--- src/hiccup_consts.svh ---
/*
 * Numeric constants for the hiccup overcurrent controller.
 * Assumes the core clock runs at 10 MHz and that one oscillator tick is 1/12 of a period.
 */
`ifndef HICCUP_CONSTS_SVH
`define HICCUP_CONSTS_SVH

// Core clock
`define CLK_PERIOD_NS     100

// Overcurrent period timer
`define OC_LIMIT          5'h10
`define OC_LAST           5'h0F
`define GAP_CLEAR         2'h2

// Oscillator division
`define OSC_PER_PERIOD    4'hC
`define OSC_LAST_TICK     4'hB
`define CH2_START_TICK    4'h5
`define CLKOUT_RISE_TICK  4'h3
`define CLKOUT_FALL_TICK  4'h9

// Minimum on-time choices, rounded up to whole clocks
`define MIN_ON_LO_NS      120
`define MIN_ON_MID_NS     160
`define MIN_ON_HI_NS      200
`define MIN_ON_LO_CYC     12'((`MIN_ON_LO_NS + `CLK_PERIOD_NS - 1) / `CLK_PERIOD_NS)
`define MIN_ON_MID_CYC    12'((`MIN_ON_MID_NS + `CLK_PERIOD_NS - 1) / `CLK_PERIOD_NS)
`define MIN_ON_HI_CYC     12'((`MIN_ON_HI_NS + `CLK_PERIOD_NS - 1) / `CLK_PERIOD_NS)

// Maximum duty choices in percent
`define DMAX_LO_PCT       7'h60
`define DMAX_MID_PCT      7'h54
`define DMAX_HI_PCT       7'h4B
`define PCT_SCALE         20'h00064

`endif

--- src/hiccup_pkg.sv ---
/*
 * Types shared by the hiccup overcurrent controller.
 * Assumes no surroundings beyond the design files that import it.
 */
package hiccup_pkg;

    typedef enum logic [1:0] {
        HIC_RUN   = 2'b00,
        HIC_SLEEP = 2'b01,
        HIC_RETRY = 2'b11
    } hiccup_state_t;

    typedef enum logic [1:0] {
        LVL_GROUND = 2'b00,
        LVL_OPEN   = 2'b01,
        LVL_SUPPLY = 2'b10
    } level_sel_t;

    typedef enum logic [1:0] {
        PH_SINGLE = 2'b00,
        PH_DUAL   = 2'b01,
        PH_QUAD   = 2'b10
    } phase_cfg_t;

endpackage

--- src/hiccup_overcurrent_controller.sv ---
/*
 * Two-channel switching supervisor: oscillator divider, gate pulse timing, hiccup and power-good.
 * Assumes all comparator and strap inputs are synchronous to clk and analog loops sit outside.
 */
// Functional notes
// - Overcurrent flagged in a period when loop demand has reached its clamp.
// - Sixteen consecutive overcurrent periods put the channel into hiccup sleep.
// - Sleep pulls loop demand to ground and holds the gate off from its second clock onward.
// - Sleep enables the soft-start discharge sink.
// - Empty soft-start node ends sleep, releases demand and restarts soft-start.
// - No hiccup entry while soft-start is running.
// - Two quiet periods before sixteen clear the overcurrent timer.
// - After early clearing, recovery goes through the internal soft-start ramp.
// - Loop demand below light-load threshold skips the gate pulse that period.
// - Each channel drives its own power-good, high only inside regulation window.
// - External clock sets period starts; otherwise the rate setting does.
// - Minimum gate on-time is selectable through the blanking selection.
// - Single, dual and four-phase arrangements via phase setting and clock output.
// - Blanking: ground 120 ns, open 160 ns, supply 200 ns.
// - Maximum duty: ground 96 percent, open 84, supply 75.
// - Oscillator runs at twelve ticks per period; counter derives period and duty.
// - Overvoltage trip holds the gate off until the comparator clears.
`timescale 1ns/1ps
`include "hiccup_consts.svh"

module hiccup_overcurrent_controller
    import hiccup_pkg::*;
(
    // Clock and reset
    input  wire logic       clk,
    input  wire logic       rst,
    // Timing configuration
    input  wire logic [7:0] switching_rate_set,
    input  wire logic       ext_sync_en,
    input  wire logic       ext_sync_pulse,
    input  wire logic [1:0] blank_sel,
    input  wire logic [1:0] dmax_sel,
    input  wire logic [1:0] phase_cfg,
    // Per-channel comparator flags
    input  wire logic [1:0] peak_current_cap_hit,
    input  wire logic [1:0] current_trip,
    input  wire logic [1:0] demand_below_skip,
    input  wire logic [1:0] ss_active,
    input  wire logic [1:0] ss_empty,
    input  wire logic [1:0] output_excess_voltage_compare,
    input  wire logic [1:0] out_in_window,
    // Power stage and soft-start control
    output logic      [1:0] gate_q,
    output logic      [1:0] demand_pulldown_q,
    output logic      [1:0] ss_discharge_q,
    output logic      [1:0] ss_restart_q,
    output logic      [1:0] soft_recover_q,
    // Status and phase output
    output logic      [1:0] hiccup_active_q,
    output logic      [1:0] power_good_q,
    output logic            clk_out_q
);

    // Three-level strap: an illegal code reads as open
    function automatic level_sel_t level_of(input logic [1:0] s);
        level_of = (s == 2'b11) ? LVL_OPEN : level_sel_t'(s);
    endfunction

    logic [7:0]  osc_div;
    logic [7:0]  div_cnt_q;
    logic [7:0]  div_cnt_d;
    logic [3:0]  sub_q;
    logic [3:0]  sub_d;
    logic        osc_tick;
    logic [1:0]  start_q;
    logic [1:0]  start_d;
    logic        clk_out_d;
    logic [11:0] period_len;
    logic [11:0] min_on_cyc;
    logic [6:0]  dmax_pct;
    logic [19:0] duty_scaled;
    logic [1:0]  sleep_w;

    // Oscillator divider and phase counter
    assign osc_div  = (switching_rate_set == 8'h00) ? 8'h01 : switching_rate_set;
    assign osc_tick = (div_cnt_q >= osc_div - 8'h01);

    always_comb
    begin
        div_cnt_d = osc_tick ? 8'h00 : div_cnt_q + 8'h01;
        sub_d     = sub_q;
        start_d   = 2'b00;
        if (ext_sync_en)
        begin
            // External edge restarts the period; counter parks at the last tick meanwhile
            if (ext_sync_pulse)
            begin
                div_cnt_d  = 8'h00;
                sub_d      = 4'h0;
                start_d[0] = 1'b1;
            end
            else if (osc_tick && (sub_q != `OSC_LAST_TICK))
            begin
                sub_d = sub_q + 4'h1;
            end
        end
        else if (osc_tick)
        begin
            sub_d      = (sub_q == `OSC_LAST_TICK) ? 4'h0 : sub_q + 4'h1;
            start_d[0] = (sub_q == `OSC_LAST_TICK);
        end
        // Second channel starts half a period later
        start_d[1] = osc_tick && (sub_q == `CH2_START_TICK) && !(ext_sync_en && ext_sync_pulse);
        clk_out_d  = (phase_cfg == PH_QUAD)
                     && (sub_q >= `CLKOUT_RISE_TICK) && (sub_q < `CLKOUT_FALL_TICK);
    end

    always_ff @(posedge clk)
    begin
        if (rst)
        begin
            div_cnt_q <= 8'h00;
            sub_q     <= 4'h0;
            start_q   <= 2'b00;
            clk_out_q <= 1'b0;
        end
        else
        begin
            div_cnt_q <= div_cnt_d;
            sub_q     <= sub_d;
            start_q   <= start_d;
            clk_out_q <= clk_out_d;
        end
    end

    // Bounds from the straps; period length assumes the internal rate even when synced
    assign period_len = 12'(osc_div) * 12'(`OSC_PER_PERIOD);

    always_comb
    begin
        unique case (level_of(blank_sel))
            LVL_GROUND: min_on_cyc = `MIN_ON_LO_CYC;
            LVL_OPEN:   min_on_cyc = `MIN_ON_MID_CYC;
            LVL_SUPPLY: min_on_cyc = `MIN_ON_HI_CYC;
            default:    min_on_cyc = `MIN_ON_MID_CYC;
        endcase
        unique case (level_of(dmax_sel))
            LVL_GROUND: dmax_pct = `DMAX_LO_PCT;
            LVL_OPEN:   dmax_pct = `DMAX_MID_PCT;
            LVL_SUPPLY: dmax_pct = `DMAX_HI_PCT;
            default:    dmax_pct = `DMAX_MID_PCT;
        endcase
    end

    // Compared as on_count*100 against period*percent: no divider needed
    assign duty_scaled = 20'(period_len) * 20'(dmax_pct);

    generate
        for (genvar i = 0; i < 2; i++)
        begin : g_ch
            logic [11:0] on_cnt_q;
            logic [11:0] on_cnt_d;
            logic        gate_d;
            logic        at_max;
            logic        min_done;
            logic        blocked;

            hiccup_supervisor u_hiccup (
                .clk               (clk),
                .rst               (rst),
                .period_tick       (start_q[i]),
                .clamp_reached     (peak_current_cap_hit[i]),
                .ss_active         (ss_active[i]),
                .ss_empty          (ss_empty[i]),
                .sleep_q           (sleep_w[i]),
                .demand_pulldown_q (demand_pulldown_q[i]),
                .ss_discharge_q    (ss_discharge_q[i]),
                .ss_restart_q      (ss_restart_q[i]),
                .soft_recover_q    (soft_recover_q[i])
            );

            // Judged one clock ahead so the pulse never runs past the limit
            assign at_max   = (20'(on_cnt_q + 12'h002) * `PCT_SCALE) > duty_scaled;
            assign min_done = (on_cnt_q + 12'h001) >= min_on_cyc;
            assign blocked  = sleep_w[i] || output_excess_voltage_compare[i]
                              || ((i == 1) && (phase_cfg == PH_SINGLE));

            always_comb
            begin
                gate_d   = gate_q[i];
                on_cnt_d = on_cnt_q;
                if (sleep_w[i] || output_excess_voltage_compare[i])
                begin
                    gate_d = 1'b0;
                end
                else if (start_q[i] && !gate_q[i])
                begin
                    // Light load: no pulse at all this period
                    gate_d   = !blocked && !demand_below_skip[i];
                    on_cnt_d = 12'h000;
                end
                else if (gate_q[i])
                begin
                    on_cnt_d = on_cnt_q + 12'h001;
                    // Duty limit overrides a loop still asking for more
                    if (at_max)
                    begin
                        gate_d = 1'b0;
                    end
                    else if (current_trip[i] && min_done)
                    begin
                        gate_d = 1'b0;
                    end
                end
            end

            always_ff @(posedge clk)
            begin
                if (rst)
                begin
                    gate_q[i]          <= 1'b0;
                    on_cnt_q           <= 12'h000;
                    power_good_q[i]    <= 1'b0;
                    hiccup_active_q[i] <= 1'b0;
                end
                else
                begin
                    gate_q[i]          <= gate_d;
                    on_cnt_q           <= on_cnt_d;
                    power_good_q[i]    <= out_in_window[i] && !sleep_w[i];
                    hiccup_active_q[i] <= sleep_w[i];
                end
            end

            sleep_gate_off_a: assert property (
                @(posedge clk) disable iff (rst)
                sleep_w[i] |=> !gate_q[i])
                else $error("gate driven during hiccup sleep");

            ovp_gate_off_a: assert property (
                @(posedge clk) disable iff (rst)
                output_excess_voltage_compare[i] |=> !gate_q[i])
                else $error("gate driven during overvoltage");

            duty_bound_a: assert property (
                @(posedge clk) disable iff (rst)
                gate_q[i] && $stable(dmax_sel) && $stable(switching_rate_set)
                    |-> ((20'(on_cnt_q) + 20'h00001) * `PCT_SCALE) <= duty_scaled)
                else $error("gate pulse beyond maximum duty");

            min_on_hold_a: assert property (
                @(posedge clk) disable iff (rst)
                $rose(gate_q[i]) && (min_on_cyc > 12'h001) && !sleep_w[i]
                    && !output_excess_voltage_compare[i] && !at_max |=> gate_q[i])
                else $error("gate pulse shorter than minimum on-time");

            pulse_start_a: assert property (
                @(posedge clk) disable iff (rst)
                $rose(gate_q[i]) |-> $past(start_q[i]) && !$past(demand_below_skip[i]))
                else $error("gate pulse outside period start or during skip");

            power_good_a: assert property (
                @(posedge clk) disable iff (rst)
                power_good_q[i] |-> $past(out_in_window[i]))
                else $error("power-good high outside regulation window");
        end
    endgenerate

    clk_out_phase_a: assert property (
        @(posedge clk) disable iff (rst)
        $rose(clk_out_q) && ($past(phase_cfg, 2) == PH_QUAD) |-> ($past(sub_q) == `CLKOUT_RISE_TICK))
        else $error("clock output edge at wrong phase");

    ch2_half_period_a: assert property (
        @(posedge clk) disable iff (rst)
        start_q[1] |-> $past(osc_tick) && ($past(sub_q) == `CH2_START_TICK))
        else $error("second channel start off half period");

endmodule // hiccup_overcurrent_controller

--- src/hiccup_supervisor.sv ---
/*
 * Per-channel overcurrent period timer and hiccup sleep sequencer.
 * Assumes period_tick is a one-clock pulse once per switching period and comparator flags are synchronous.
 */
`timescale 1ns/1ps
`include "hiccup_consts.svh"

module hiccup_supervisor
    import hiccup_pkg::*;
(
    // Clock and reset
    input  wire logic       clk,
    input  wire logic       rst,
    // Period sampling
    input  wire logic       period_tick,
    input  wire logic       clamp_reached,
    input  wire logic       ss_active,
    input  wire logic       ss_empty,
    // Sequencer outputs
    output logic            sleep_q,
    output logic            demand_pulldown_q,
    output logic            ss_discharge_q,
    output logic            ss_restart_q,
    output logic            soft_recover_q
);

    hiccup_state_t state_q;
    hiccup_state_t state_d;
    logic [4:0]    oc_cnt_q;
    logic [4:0]    oc_cnt_d;
    logic [1:0]    gap_q;
    logic [1:0]    gap_d;
    logic          recover_d;
    logic          restart_d;

    always_comb
    begin
        state_d   = state_q;
        oc_cnt_d  = oc_cnt_q;
        gap_d     = gap_q;
        recover_d = 1'b0;
        restart_d = 1'b0;
        if (period_tick)
        begin
            unique case (state_q)
                HIC_RUN:
                begin
                    if (ss_active)
                    begin
                        // Timer held empty until soft-start is done
                        oc_cnt_d = 5'h00;
                        gap_d    = 2'h0;
                    end
                    else if (clamp_reached)
                    begin
                        gap_d = 2'h0;
                        if (oc_cnt_q == `OC_LAST)
                        begin
                            oc_cnt_d = 5'h00;
                            state_d  = HIC_SLEEP;
                        end
                        else
                        begin
                            oc_cnt_d = oc_cnt_q + 5'h01;
                        end
                    end
                    else
                    begin
                        gap_d = (gap_q == `GAP_CLEAR) ? gap_q : gap_q + 2'h1;
                        if ((gap_d == `GAP_CLEAR) && (oc_cnt_q != 5'h00))
                        begin
                            oc_cnt_d  = 5'h00;
                            recover_d = 1'b1;
                        end
                    end
                end
                HIC_SLEEP:
                begin
                    if (ss_empty)
                    begin
                        state_d   = HIC_RETRY;
                        restart_d = 1'b1;
                    end
                end
                HIC_RETRY:
                begin
                    state_d = HIC_RUN;
                end
                default:
                begin
                    state_d = HIC_RUN;
                end
            endcase
        end
    end

    always_ff @(posedge clk)
    begin
        if (rst)
        begin
            state_q           <= HIC_RUN;
            oc_cnt_q          <= 5'h00;
            gap_q             <= 2'h0;
            sleep_q           <= 1'b0;
            demand_pulldown_q <= 1'b0;
            ss_discharge_q    <= 1'b0;
            ss_restart_q      <= 1'b0;
            soft_recover_q    <= 1'b0;
        end
        else
        begin
            state_q           <= state_d;
            oc_cnt_q          <= oc_cnt_d;
            gap_q             <= gap_d;
            sleep_q           <= (state_d == HIC_SLEEP);
            demand_pulldown_q <= (state_d == HIC_SLEEP);
            ss_discharge_q    <= (state_d == HIC_SLEEP);
            ss_restart_q      <= restart_d;
            soft_recover_q    <= recover_d;
        end
    end

    sleep_after_count_a: assert property (
        @(posedge clk) disable iff (rst)
        $rose(sleep_q) |-> ($past(oc_cnt_q) == `OC_LAST) && $past(clamp_reached) && $past(period_tick))
        else $error("sleep entered without a full overcurrent run");

    discharge_in_sleep_a: assert property (
        @(posedge clk) disable iff (rst)
        ss_discharge_q && !(period_tick && ss_empty) |=> ss_discharge_q && demand_pulldown_q)
        else $error("sleep without discharge or pulldown");

    softstart_blocks_a: assert property (
        @(posedge clk) disable iff (rst)
        period_tick && ss_active && (state_q == HIC_RUN) |=> (oc_cnt_q == 5'h00) && !sleep_q)
        else $error("overcurrent timer ran during soft-start");

    gap_clears_a: assert property (
        @(posedge clk) disable iff (rst)
        period_tick && (state_q == HIC_RUN) && !ss_active && !clamp_reached && (gap_q == 2'h1)
            && (oc_cnt_q != 5'h00) |=> (oc_cnt_q == 5'h00) && soft_recover_q)
        else $error("timer not cleared after two quiet periods");

    retry_on_empty_a: assert property (
        @(posedge clk) disable iff (rst)
        period_tick && (state_q == HIC_SLEEP) && ss_empty |=> ss_restart_q && !sleep_q ##1 !ss_restart_q)
        else $error("no soft-start retry after soft-start node emptied");

endmodule // hiccup_supervisor

--- config.mk ---
export PLATFORM = sky130hd
export DESIGN_NAME = hiccup_overcurrent_controller
export DESIGN_NICKNAME = d
export VERILOG_FILES = /design/src/hiccup_pkg.sv /design/src/hiccup_overcurrent_controller.sv /design/src/hiccup_supervisor.sv
export VERILOG_INCLUDE_DIRS = /design/src
export SDC_FILE = /design/constraint.sdc
export NUM_CORES = 1
export LEC_CHECK = 0
export BUFFER_PORTS_ARGS = -buffer_cell sky130_fd_sc_hd__buf_4
export CAP_MARGIN = 20
export CORE_MARGIN = 2
export CORE_UTILIZATION = 60
export DETAILED_ROUTE_END_ITERATION = 12
export PLACE_DENSITY = 0.75
export SYNTH_ARGS = -nofsm -noshare
export SYNTH_HDL_FRONTEND = slang
export SYNTH_HIERARCHICAL = 1
export SYNTH_SLANG_ARGS = --single-unit
--- constraint.sdc ---
create_clock -name clk -period 8.65 [get_ports clk]
set_input_delay 0 -clock clk [delete_from_list [all_inputs] [get_ports clk]]
set_output_delay 0 -clock clk [all_outputs]
set_load 0.01 [all_outputs]
* After elaboration in Yosys (flattened, before gate mapping)
Cells that the tools add are included.
Storage, ports and cells: RAM bits 0, latch bits 0, bits in registers 69, bits of input ports 32, logic and storage cells 180, memory bits (read-only) 0, memories kept 0, output and inout bits 15
Cells by class: shift operators 0, equal/unequal tests 17, add/sub/neg operators 11, bitwise logic cells 8, multiply operators 4, reductions and logical operators 53, multiplexer cells 56, $lt $le $gt $ge 7, divide/modulo/power cells 0
Operator list (number):
- $mux W12 | 4
- $gt A20 B19 Y1 | 2
- $mux W5 | 8
- $mul A13 B5 Y18 const B | 2
- $mux W2 | 17
- $mux W8 | 4
- $add A12 B2 Y13 const B | 2
- $add A12 B1 Y12 const B | 2
- $ge A12 B2 Y1 const B | 2
- $mux W4 | 5
- $mul A10 B7 Y17 | 1
- $logic_and A1 B1 Y1 | 16
- $mux W1 | 15
- $eq A2 B2 Y1 const B | 7
- $pmux W6 S2 | 1
- $add A5 B1 Y5 const B | 2
- $eq A5 B4 Y1 const B | 2
- $mul A8 B2 Y10 const B | 1
- $reduce_and A2 Y1 | 5
- $reduce_bool A5 Y1 | 2
- $reduce_or A5 Y1 | 2
- $logic_not A1 Y1 | 9
- $add A8 B1 Y8 const B | 1
- $eq A2 B1 Y1 const B | 4
- 20 further kinds | 40

* Logic depth before layout (Yosys ltp)
depth in word-level cells 9, depth in mapped cells 35, depth with buffers taken out 35

* By module
The synthesis kept the hierarchy.
By module, submodules not included:
- hiccup_overcurrent_controller | area an instance 8602.0 µm², cells an instance 1082, instances 1, seq. area each 900.9 µm²
- hiccup_supervisor | area an instance 646.9 µm², cells an instance 71, instances 2, seq. area each 240.2 µm²

* Least setup slack after synthesis
OpenSTA, ideal clock, no wires.
kind input-to-reg, start point input switching_rate_set[5], end point register gate_q[1], stages on the path 35, slack 1.898 ns, setup time 0.062 ns, arrival time 6.690 ns, required time 8.588 ns, path through inv_1 -> ha_1 -> nand4_1 -> nand2_1 -> ha_1 -> ha_1 -> a21oi_1 -> nor2b_1 -> o21ai_0 -> nand2_1 -> a21oi_1 -> o21bai_1 -> xor2_1 -> nand2_1 -> fa_1 -> inv_1 -> fa_1 -> fa_1 -> inv_1 -> fa_1 -> inv_1 -> ha_1 -> a31oi_1 -> nand2_1 -> o22ai_1 -> o21bai_1 -> a21oi_1 -> o21bai_1 -> a21oi_1 -> xnor2_1 -> ha_1 -> inv_1 -> o2111a_1 -> or4b_1 -> nand3_1
On the way: word-level cells in the longest chain between the ends 8
Ends and longest elaborated chain:
- start: declaration | line hiccup_overcurrent_controller.sv:33 | input wire logic [7:0] switching_rate_set,
- $logic_not A8 Y1 | line hiccup_overcurrent_controller.sv:80 | assign osc_div = (switching_rate_set == 8'h00) ? 8'h01 : switching_rate_set;
- $mux W8 (*) | line hiccup_overcurrent_controller.sv:80
- $mul A8 B2 Y10 (*) | line hiccup_overcurrent_controller.sv:132 | assign period_len = 12'(osc_div) * 12'(`OSC_PER_PERIOD);
- $mul A10 B7 Y17 (*) | line hiccup_overcurrent_controller.sv:151 | assign duty_scaled = 20'(period_len) * 20'(dmax_pct);
- $gt A20 B19 Y1 (*) | line hiccup_overcurrent_controller.sv:178 | assign at_max = (20'(on_cnt_q + 12'h002) * `PCT_SCALE) > duty_scaled;
- $mux W1 (*) | line hiccup_overcurrent_controller.sv:201 | if (at_max)
- $mux W1 (*) | line hiccup_overcurrent_controller.sv:197 | else if (gate_q[i])
- $mux W1 (*) | line hiccup_overcurrent_controller.sv:191 | else if (start_q[i] && !gate_q[i])
- end signal: indexed assignment | line hiccup_overcurrent_controller.sv:223 | gate_q[i] <= gate_d;
- end: declaration | line hiccup_overcurrent_controller.sv:48 | output logic [1:0] gate_q,
Every way passes the cells marked *; elsewhere a longest branch is shown, timed or not. A chain may end at the register's enable or synchronous reset.

* Final worst setup path
Same ends and word-level chain as after synthesis.

==> flow_summary.json <==
{
  "status": "finished clean",
  "postCtsSetupBuffers": 0,
  "die_x_um": 132.4,
  "drc": 0,
  "dr.pass1.iters": 5,
  "hold_depth": 3,
  "grt_pass1_vias": 7713,
  "crit_arrival_ns": 7.53,
  "syn2layout_area_growth_pct": 8.067,
  "grt.met3_usage_pct": 2.950,
  "clk_pin_slew_worst_paths_ns": 0.05,
  "top_usage_layer": "met2",
  "use_met2_pct": 39.84,
  "vias": 8179,
  "p_total_mw": 1.783,
  "rsz0062_at_grt": "no",
  "hold_start": "ext_sync_pulse",
  "period_share_pct": 83.96,
  "start_util_pct": 61.85,
  "port_buffers": 44,
  "yosysWarnings": 6,
  "grt_pass1_wl_mm": 35.51,
  "reg2reg_slack_ns": 3.09,
  "synthArstFlopShare_pct": 0,
  "grt_max_degree": 62,
  "hp-class": "primary input to register",
  "cts_tree": "done",
  "synth_cell_types": 74,
  "fin_ws_ns": 1.387,
  "startpoint_type": "primary input",
  "ios": 47,
  "clock_path_buffers": 2,
  "synth_common_cells": "188 x ha_1, 188 x inv_1, 94 x nand2_1",
  "r2r-start": "g_ch[1].on_cnt_q[2]",
  "clk_latency_ns": 0.33,
  "ys.flop_type": "dfxtp_1",
  "r2r-end": "gate_q[1]",
  "wirelength_mm": 20.54,
  "leakage_nw": 5.425,
  "min_to": "start_q[0]",
  "route.detailed.wl_per_inst_um": 13.99,
  "antenna_left": 0,
  "setup_tns_ns": 0,
  "path_max_fanout": 9,
  "relSlewSlack_pct": 51.06,
  "grt_use_met1_pct": 33.33,
  "synth_area_per_cell_um2": 8.085,
  "required_ns": 8.92,
  "synth_top_area_cell": "ha_1",
  "n_antenna_cell": 0,
  "viasPerCell": 5.572,
  "worst_slew_pin_slew_ns": 0.7326,
  "cpMaxStageDelayCell": "fa_1",
  "synth_area_leaders": "ha_1 24%, dfxtp_1 14%, fa_1 11%, inv_1 7.1%, xnor2_1 4.4%",
  "crit_path_max_incr_delay_ns": 0.58,
  "end_kind": "register",
  "synth_area_um2": 9896,
  "grtUsageTotal_pct": 23.88,
  "layout_min_cycle_time_ns": 7.263,
  "fp-row-count": 46,
  "syn_nets": 1497,
  "ir_worst_vdd_mv": 0.1907,
  "drt_iter0_markers": 478,
  "finClkSkew_ns": 0.005629,
  "ys_seq_area_share_pct": 13.96,
  "routabilityCongestion": 0.8830,
  "dpl.hpwl_mm": 16.96,
  "die_area_um2": 17540,
  "synth.top_cell.area_share_pct": 23.77,
  "setup_viol": 0,
  "drive_gt1_share_pct": 6.310,
  "cts_made_buffers": 9,
  "reg2reg_depth": 23,
  "die_h_um": 132.4,
  "coreArea_um2": 16000,
  "crit_type": "primary input to register",
  "final_hold_viol_count": 0,
  "clock_sinks": 69,
  "nNetsFinal": 1520,
  "grt.overflow.total": 0,
  "ys_ff_latch": 69,
  "synthesis.instances": 1224,
  "power_density_nw_per_um2": 166.7,
  "root_buffer": "clkbuf_16",
  "timing.fmax_ghz": 0.1377,
  "antenna_found_initial": 0,
  "drv_slew": 0,
  "preCtsSetupSlack_ns": 1.047,
  "htreeDepth": 3,
  "synth_edf_count": 0,
  "drv_cap": 0
}
==> cells by family (layout without fill, tap and decap cells) <==
| logic type | count (synthesis) | count (layout) | share of synthesized area, % |
|---|---|---|---|
| muxes | 7 | 7 | 0.7081 |
| and+or+nand+nor | 361 | 361 | 18.36 |
| xor gates and xnor gates | 91 | 91 | 8.130 |
| AOI/OAI and AO/OA | 226 | 226 | 15.29 |
| DFF | 69 | 69 | 13.96 |
| adders and majority gates | 243 | 243 | 34.69 |
| buffers and inverters | 227 | 255 | 8.863 |
==> area by class of cell <==
class                           instances  area [um2]
Clock buffer                           10       239.0
Clock inverter                          6       62.56
Fill cell                            1447        5306
Inverter                              188       705.7
Multi-Input combinational cell        928        7637
Sequential cell                        69        1381
Tap cell                              216       270.3
Timing Repair Buffer                   51       397.9
==> layer usage <==
metal	vias to the layer above	wire [um]
met4	0	269
met2	112	9720
met3	24	565
met1	3805	9982
met5	-	0
li1	4238	-
==> cells in the final DEF (no fill, tap or decap), types with 19 or more instances in the layout <==
cell type,synthesis,routed
inv_1,188,188
ha_1,188,188
nand2_1,94,94
nor2_1,79,79
a21oi_1,73,73
dfxtp_1,69,69
fa_1,53,53
xnor2_1,50,50
nand3_1,46,46
buf_4,6,45
o21ai_0,42,42
xor2_1,40,40
nor3_1,25,25
nand4_1,19,19
==> what timing repair did <==
action | CTS | global route
hold buffers | 6 | 0
endpoints found under the hold margin | 5 | 0
resized for setup | 0 | 0
==> worst max path at each step <==
| stage | from | to | slack [ns] |
|---|---|---|---|
| after floorplan | switching_rate_set[5] | gate_q[1] | 1.90 |
| after global placement | switching_rate_set[5] | gate_q[1] | 1.14 |
| after detailed placement | switching_rate_set[6] | gate_q[1] | 1.05 |
| after CTS | switching_rate_set[6] | gate_q[1] | 1.35 |
| after global routing | switching_rate_set[5] | gate_q[1] | 0.81 |
| final | switching_rate_set[5] | gate_q[1] | 1.39 |
==> registers in the layout, summed over array words and instances, names as in the netlist, 4 cells and up <==
name                    cells
div_cnt_q                   8
g_ch.on_cnt_q              24
g_ch.u_hiccup/gap_q         4
g_ch.u_hiccup/oc_cnt_q     10
g_ch.u_hiccup/state_q       4
sub_q                       4
==> power breakdown <==
group,internal [mW],leakage [nW],switching (mW),total (mW)
Sequential,0.322,0.557,0.00498,0.327
Combinational,0.439,4.72,0.650,1.09
Clock,0.230,0.152,0.138,0.368
Total,0.991,5.42,0.793,1.78
==> critical path, delay by kind of cell <==
kind | cells | cell delay, ns
AND/OR/NAND/NOR | 8 | 1.25
adder cells (fa/ha/maj) | 9 | 3.44
AO/OA/AOI/OAI | 11 | 1.69
XOR/XNOR | 2 | 0.60
buffers and inverters | 7 | 0.54
==> stage by stage <==
step	hold slack (ns)	std cells	utilization (%)	cell area (um2)
detailed placement	0.2499	1446	64.58	10330
finish	0.02868	1468	66.84	10690
CTS	0.01600	1468	66.84	10690
global placement	0.2455	1446	64.58	10330
global route	0.05868	1468	66.84	10690
floorplan	0.1194	1224	-	9896
No activity file was read; power rests on OpenSTA's default activity.
